`src/bts_defines.vh`:
```
// Purpose: Constants for the bit-test-and-skip decode and execute block.
// Assumes: Included by its bare name by every design file of the block.
// Notes: Definitions only, no logic.
`ifndef BTS_DEFINES_VH
`define BTS_DEFINES_VH

// Instruction word fields
`define BTS_OPC_HI 15
`define BTS_OPC_LO 12
`define BTS_BIT_HI 11
`define BTS_BIT_LO 9
`define BTS_ACC_POS 8
`define BTS_FILE_HI 7
`define BTS_FILE_LO 0

// Opcodes of the two instructions
`define BTS_OPC_SKIP_CLEAR 4'hb
`define BTS_OPC_SKIP_SET 4'ha

// Access bank split and indexed literal offset limit
`define BTS_ACC_LOW_LAST 8'h5f
`define BTS_ACC_HIGH_BANK 4'hf
`define BTS_ACC_LOW_BANK 4'h0

// Widths
`define BTS_ADDR_W 12
`define BTS_BANK_W 4

`endif

```
`src/bts_bit_test_skip.v`:
```
// Purpose: Decode and execute of the skip-if-bit-clear and skip-if-bit-set instructions.
// Assumes: File register data returns combinationally in the cycle the read address stands.
// Notes: Only one instruction in flight; ready is low until it has finished.
//        A registered decode edge takes the word before the execute cycle, so
//        the read address leaves a flip-flop; cycle counts start at execute.
//        ce_i low holds every register, the status outputs included.
//        Words with other opcodes are left alone and never make ready drop.
`timescale 1ns/1ns
`default_nettype none
`include "bts_defines.vh"

module bts_bit_test_skip
(
   // Clock, reset and enable
   input wire sys_clk_i,
   input wire srst_i,
   input wire ce_i,
   // Instruction handshake
   input wire instr_valid_i,
   input wire [15:0] instr_word_i,
   output wire instr_ready_o,
   // Operand context from the core
   input wire next_two_word_i,
   input wire ext_instr_en_i,
   input wire [`BTS_BANK_W-1:0] bank_select_register_i,
   input wire [`BTS_ADDR_W-1:0] index_base_i,
   // File register read port
   output reg [`BTS_ADDR_W-1:0] rd_addr_o,
   output reg rd_en_o,
   output reg indexed_o,
   input wire [7:0] rd_data_i,
   // Status towards the fetch unit
   output reg skip_o,
   output reg discard_o,
   output reg no_operation_o,
   output reg done_o
);

   // Execute, then zero, one or two no-operation cycles; the decode edge
   // that takes the word is not an instruction cycle of its own
   // One-hot states
   localparam [3:0] ST_IDLE = 4'h1; // Waiting for an instruction
   localparam [3:0] ST_EXEC = 4'h2; // Read and test cycle
   localparam [3:0] ST_NOP1 = 4'h4; // First no-operation cycle
   localparam [3:0] ST_NOP2 = 4'h8; // Second no-operation over a two-word instruction

   reg [3:0] state; // Current state
   reg [3:0] next_state; // Next state
   reg [2:0] bit_idx; // Latched bit index
   reg skip_on_set; // High for the set variant
   reg two_word; // Prefetched instruction is two words
   wire [`BTS_ADDR_W-1:0] res_addr; // Resolved operand address
   wire res_indexed; // Resolved in indexed mode
   wire is_ours; // Word is one of the two instructions
   wire tested_bit; // Bit under test
   wire skip_now; // Skip condition in the execute cycle
   wire take; // Instruction accepted
   reg next_skip; // Skip decided at this edge
   reg next_nop; // Next cycle is a no-operation cycle
   reg next_done; // Instruction ends at this edge

   // Opcode field of the clear variant
   function is_clear_opc;
      input [15:0] word;
      begin
         is_clear_opc = (word[`BTS_OPC_HI:`BTS_OPC_LO] == `BTS_OPC_SKIP_CLEAR);
      end
   endfunction

   // Opcode field of the set variant, used by the match and by the test sense
   function is_set_opc;
      input [15:0] word;
      begin
         is_set_opc = (word[`BTS_OPC_HI:`BTS_OPC_LO] == `BTS_OPC_SKIP_SET);
      end
   endfunction

   // Recognises the two opcodes from one word
   function match_opc;
      input [15:0] word;
      begin
         match_opc = is_clear_opc(word) || is_set_opc(word);
      end
   endfunction

   assign is_ours = match_opc(instr_word_i);
   // Ready only while idle, so nothing is taken while busy
   assign instr_ready_o = (state == ST_IDLE);
   // Accepted only when enabled, valid, ready and recognised
   assign take = ce_i && instr_valid_i && instr_ready_o && is_ours;

   // Operand address from the incoming word
   // Resolved at decode so the read address can be registered
   bts_addr_resolve u_resolve
   (
      .file_addr_i(instr_word_i[`BTS_FILE_HI:`BTS_FILE_LO]),
      .access_flag_i(instr_word_i[`BTS_ACC_POS]),
      .ext_instr_en_i(ext_instr_en_i),
      .bank_select_register_i(bank_select_register_i),
      .index_base_i(index_base_i),
      .addr_o(res_addr),
      .indexed_o(res_indexed)
   );

   // Bit test on the returned file register data
   // The bit index was latched at decode; the data arrive combinationally
   assign tested_bit = rd_data_i[bit_idx];
   assign skip_now = skip_on_set ? tested_bit : ~tested_bit;

   // Next state selection
   always @*
   begin
      case (state)
         ST_IDLE:
         begin
            // Leave idle only on an accepted word
            next_state = take ? ST_EXEC : ST_IDLE;
         end
         ST_EXEC:
         begin
            // Skip adds a no-operation cycle, otherwise done in one
            next_state = skip_now ? ST_NOP1 : ST_IDLE;
         end
         ST_NOP1:
         begin
            // A two-word instruction needs a second discarded cycle
            next_state = two_word ? ST_NOP2 : ST_IDLE;
         end
         ST_NOP2:
         begin
            // Second discarded cycle always ends the instruction
            next_state = ST_IDLE;
         end
         default:
         begin
            // An illegal code recovers to idle
            next_state = ST_IDLE;
         end
      endcase
   end

   // State register and latched operands
   always @(posedge sys_clk_i)
   begin
      if (srst_i)
      begin
         // Back to idle with nothing latched
         state <= ST_IDLE;
         bit_idx <= 3'h0;
         skip_on_set <= 1'b0;
         two_word <= 1'b0;
         rd_addr_o <= {`BTS_ADDR_W{1'b0}};
         rd_en_o <= 1'b0;
         indexed_o <= 1'b0;
      end
      else if (ce_i)
      begin
         // Registers move only while enabled
         state <= next_state;
         rd_en_o <= take;
         if (take)
         begin
            // Fields of the accepted word
            bit_idx <= instr_word_i[`BTS_BIT_HI:`BTS_BIT_LO];
            skip_on_set <= is_set_opc(instr_word_i);
            rd_addr_o <= res_addr;
            indexed_o <= res_indexed;
         end
         if (state == ST_EXEC)
         begin
            // Length of the prefetched instruction is known by now
            two_word <= next_two_word_i;
         end
      end
   end

   // Next values of the status outputs
   always @*
   begin
      // Skip decision at the end of the execute cycle
      next_skip = (state == ST_EXEC) && skip_now;
      // No-operation level for each discarded cycle
      next_nop = (next_state == ST_NOP1) || (next_state == ST_NOP2);
      // Done when a busy state returns to idle
      next_done = (state != ST_IDLE) && (next_state == ST_IDLE);
   end

   // Status outputs, each from a flip-flop
   always @(posedge sys_clk_i)
   begin
      if (srst_i)
      begin
         // All status low after reset
         skip_o <= 1'b0;
         discard_o <= 1'b0;
         no_operation_o <= 1'b0;
         done_o <= 1'b0;
      end
      else if (ce_i)
      begin
         // Pulse when the skip decision is taken
         skip_o <= next_skip;
         // Prefetched word dropped in the first no-operation cycle
         discard_o <= next_skip;
         // Level for each no-operation cycle
         no_operation_o <= next_nop;
         // Pulse after the last cycle of the instruction
         done_o <= next_done;
      end
   end

endmodule // bts_bit_test_skip
`default_nettype wire

```
`src/bts_addr_resolve.v`:
```
// Purpose: Resolves the data memory address of a file register operand.
// Assumes: Purely combinational; inputs stable while the operand is used.
// Notes: Picks indexed, access bank or bank select register addressing.
`timescale 1ns/1ns
`default_nettype none
`include "bts_defines.vh"

module bts_addr_resolve
(
   input wire [7:0] file_addr_i,
   input wire access_flag_i,
   input wire ext_instr_en_i,
   input wire [`BTS_BANK_W-1:0] bank_select_register_i,
   input wire [`BTS_ADDR_W-1:0] index_base_i,
   output reg [`BTS_ADDR_W-1:0] addr_o,
   output reg indexed_o
);

   // Address selection by access flag, extension enable and offset range
   always @*
   begin
      indexed_o = 1'b0;
      if (access_flag_i)
      begin
         // Bank select register picks the general purpose register bank
         addr_o = {bank_select_register_i, file_addr_i};
      end
      else if (ext_instr_en_i && (file_addr_i <= `BTS_ACC_LOW_LAST))
      begin
         // Indexed literal offset from the index base
         addr_o = index_base_i + {4'h0, file_addr_i};
         indexed_o = 1'b1;
      end
      else if (file_addr_i <= `BTS_ACC_LOW_LAST)
      begin
         // Lower part of the access bank
         addr_o = {`BTS_ACC_LOW_BANK, file_addr_i};
      end
      else
      begin
         // Upper part of the access bank, the special function registers
         addr_o = {`BTS_ACC_HIGH_BANK, file_addr_i};
      end
   end

endmodule // bts_addr_resolve
`default_nettype wire

```
`config.mk`:
```
export PLATFORM = sky130hd
export DESIGN_NAME = bts_bit_test_skip
export DESIGN_NICKNAME = d
export VERILOG_FILES = /design/src/bts_bit_test_skip.v /design/src/bts_addr_resolve.v
export VERILOG_INCLUDE_DIRS = /design/src
export SDC_FILE = /design/constraint.sdc
export NUM_CORES = 1
export LEC_CHECK = 0
export ABC_AREA = 1
export BUFFER_PORTS_ARGS = -buffer_cell sky130_fd_sc_hd__clkbuf_2
export CORE_MARGIN = 3
export CORE_UTILIZATION = 49
export DETAILED_ROUTE_END_ITERATION = 6
export PLACE_DENSITY = 0.82
export SLEW_MARGIN = 20
export SYNTH_ARGS = -nofsm -noshare
export SYNTH_HDL_FRONTEND = slang
export SYNTH_SLANG_ARGS = --single-unit
```
`constraint.sdc`:
```
create_clock -name sys_clk_i -period 2.2 [get_ports sys_clk_i]
set_clock_uncertainty 0.15 [all_clocks]
set_input_delay 0.22 -clock sys_clk_i [delete_from_list [all_inputs] [get_ports sys_clk_i]]
set_output_delay 0.22 -clock sys_clk_i [all_outputs]
set_load 0.005 [all_outputs]
```
==> results.sh <==
export IMPL_max_cap_violations=0
export IMPL_synthCells=254
export IMPL_track_usage_pct=22.1
export IMPL_mostFrequentLayoutCell="clkbuf_2"
export IMPL_fin_crit_sh_pct=92.5
export IMPL_fmax_ghz=0.492
export IMPL_synthTopCellsByArea="dfxtp_1 30%, a21oi_1 11%, nand2_1 11%"
export IMPL_final_seq_area_um2=520
export IMPL_postRouteAntennaNets=0
export IMPL_die_x_um=65.1
export IMPL_gp_congestion=0.857
export IMPL_holdBufCountCts=3
export IMPL_layout_common_cells="64 x clkbuf_2, 49 x nand2_1, 38 x a21oi_1, 31 x inv_1, 28 x nand3_1"
export IMPL_insertedDiodeCount=0
export IMPL_r2r_start="state[2]"
export IMPL_setup_viol=0
export IMPL_rsz0062_at_grt="no"
export IMPL_grt_pass1_wl_mm=7.51
export IMPL_post_dp_cell_area_mm2=0.00205
export IMPL_nNetsFinal=375
export IMPL_ys_seq_elements=26
export IMPL_final_area_mm2=0.00213
export IMPL_cts_repair_resized=0
export IMPL_p_leak_nw=1.08
export IMPL_fillers=335
export IMPL_core_area_mm2=0.00320
export IMPL_path_common_cell="nand3_1"
export IMPL_grt_pass1_vias=1779
export IMPL_crit_fanout=4
export IMPL_yosys_mux_area_fraction_pct=0
export IMPL_initial_core_util_pct=53.5
export IMPL_reg2regPathDepth=7
export IMPL_crit_required_ns=2.26
export IMPL_min_from="instr_word_i[1]"
export IMPL_slew_violations=0
export IMPL_die_y_um=65.1
export IMPL_htree_levels=1
export IMPL_yosysSeqAreaShare_pct=30.4
export IMPL_hold_viol=0
export IMPL_antenna_found_initial=0
export IMPL_cp_arrival_ns=2.09
export IMPL_synthToLayoutAreaGrowth_pct=24.5
export IMPL_clkLatencyLatePin_ns=0.33
export IMPL_viasPerCell=5.16
export IMPL_min_path_type="primary input to flip-flop"
export IMPL_worst_r2r_setup_slack_ns=0.40
export IMPL_ctsRootBufferMaster="clkbuf_4"
export IMPL_clockBufferDepth=2
export IMPL_die_area_mm2=0.00424
export IMPL_tritoncts="built"
export IMPL_peakVddDrop_uv=313
export IMPL_drtIter0Drc=96
export IMPL_timing_rr_end="rd_addr_o[11]"
export IMPL_postCtsSetupBuffers=0
export IMPL_drcViolationCount=0
export IMPL_port_buffer_count=64
export IMPL_cts_sinks=26
export IMPL_clk_pin_slew_ns=0.16
export IMPL_rows=20
export IMPL_grt_overflow=0
export IMPL_whs_path_depth=3
export IMPL_power_w=0.00104
export IMPL_power_density_cell_area_mw_per_mm2=489
export IMPL_largest_reg_flops=12
export IMPL_pin_count=65
export IMPL_firstDrtPassIters=5
export IMPL_multi_input_area_mm2=0.00102
export IMPL_hpwl_mm=3.38
export IMPL_yosysTopAreaCellShare_pct=30.4
export IMPL_worst_hold_path_endpoint="rd_addr_o[1]"
export IMPL_utilization_pct=66.6
export IMPL_synth_compound_area_share_pct=22.0
export IMPL_vias=1873
export IMPL_ys_types=30
export IMPL_netlist_area_mm2=0.00171
export IMPL_synth_top_family_by_area="simple AND/OR/NAND/NOR gates"
export IMPL_yosys_warnings=0
export IMPL_status="completed"
export IMPL_crit_chain="dlygate4sd3_1, clkbuf_2, ha_1, nand3b_1, nand2_1, nand3_1, nand3_1, or2_2, nand3_1, a21oi_1"
export IMPL_tns_ns=0
export IMPL_synth_xor_area_share_pct=1.02
export IMPL_yosysTopAreaCell="dfxtp_1"
export IMPL_avgRoutedWirePerCell_um=12.0
export IMPL_relSlewSlack_pct=71.6
export IMPL_synth_fa_ha_area_share_pct=7.01
export IMPL_worst_pin_slew_ns=0.423
export IMPL_cp_start_kind="primary input"
export IMPL_drive_gt1_share_pct=25.1
export IMPL_synthSimpleGateAreaFrac_pct=29.5
export IMPL_cts_buffers=3
export IMPL_postRouteWirelength_mm=4.37
export IMPL_critPathMaxStageDelay_ns=0.56
export IMPL_reg_largest_list="rd_addr_o: 12 flops, state: 4 flops, bit_idx: 3 flops"
export IMPL_synth_area_per_cell_um2=6.75
export IMPL_cp_slowest_cell="dlygate4sd3_1"
export IMPL_endpoint_kind="flip-flop"
export IMPL_grt_max_degree=19
export IMPL_synth_nets=309
export IMPL_largest_register="rd_addr_o"
export IMPL_critPathKind="primary input to flip-flop"
export IMPL_period_needed_ns=2.03
==> cell type report <==
class | instances | share of cell area (%)
Timing Repair Buffer | 68 | 16.8
Inverter | 33 | 5.92
Multi-Input combinational cell | 188 | 47.9
Sequential cell | 26 | 24.4
Clock buffer | 3 | 1.06
Clock inverter | 1 | 1.41
Tap cell | 44 | 2.58
==> power breakdown <==
group          internal (W)  total [W]  switching (W)
Sequential         0.000480   0.000486     0.00000572
Combinational     0.0000961   0.000226       0.000129
Clock              0.000184   0.000332       0.000148
==> cells by family after synthesis <==
group	after synthesis
buf+inv	40
simple gates	106
xor+xnor	2
compound gates	71
flops	26
fa+ha+maj	9
==> critical path: cells and delay by family <==
| kind | cells | cell delay (ns) |
|---|---|---|
| AO/OA/AOI/OAI | 1 | 0.06 |
| buffers and inverters | 2 | 0.69 |
| adder cells (fa/ha/maj) | 1 | 0.34 |
| AND/OR/NAND/NOR | 6 | 0.77 |
==> synth_stat cells <==
| cell type | instances |
|---|---|
| nand3b_1 | 4 |
| fa_1 | 1 |
| clkinv_1 | 1 |
| buf_4 | 1 |
| o21ai_0 | 23 |
| a21oi_2 | 3 |
| xnor2_1 | 1 |
| nand3_2 | 1 |
| dfxtp_1 | 26 |
| or2_2 | 2 |
| buf_2 | 1 |
| ha_1 | 8 |
| nand4_1 | 2 |
| buf_6 | 2 |
| nor2_8 | 2 |
| or2_4 | 1 |
| o21bai_1 | 2 |
| nand3_1 | 28 |
| inv_4 | 1 |
| xor2_1 | 1 |
| nor3_1 | 1 |
| inv_1 | 31 |
| clkbuf_1 | 3 |
| a21oi_1 | 38 |
| nand2_2 | 1 |
| a21o_1 | 2 |
| nand2_1 | 49 |
| nor2_1 | 15 |
| o21ai_1 | 2 |
| a31oi_1 | 1 |
==> per-stage QoR <==
| stage | instances | hold slack [ns] | setup WS (ns) |
|---|---|---|---|
| finish | 363 | 0.0101 | 0.166 |
| global route | 363 | 0.0154 | 0.102 |
| CTS | 363 | 0.00795 | 0.226 |
| detailed placement | 356 | 0.253 | 0.217 |
| global placement | 356 | 0.250 | 0.282 |
| floorplan | 254 | 0.160 | 0.495 |
==> worst max path at each step <==
stage / from / end / cells after the start
2_1_floorplan: instr_word_i[0] / rd_addr_o[10] / 10
3_3_place_gp: instr_word_i[0] / rd_addr_o[8] / 11
3_5_place_dp: instr_word_i[0] / rd_addr_o[8] / 11
4_1_cts: instr_word_i[2] / rd_addr_o[8] / 10
5_1_grt: instr_word_i[2] / rd_addr_o[8] / 10
6_report: instr_word_i[2] / rd_addr_o[8] / 10
==> routing by layer <==
| metal | global-route usage (%) | up-vias | wire length, um | part of all wire [%] |
|---|---|---|---|---|
| met5 | 0 | - | 0 | 0 |
| met4 | 7.25 | 0 | 93 | 2.1 |
| met3 | 4.62 | 11 | 302 | 6.9 |
| met2 | 38.4 | 70 | 2040 | 47 |
| met1 | 27.1 | 817 | 1930 | 44 |
| li1 | - | 975 | - | - |
(Power assumes the default switching activity.)
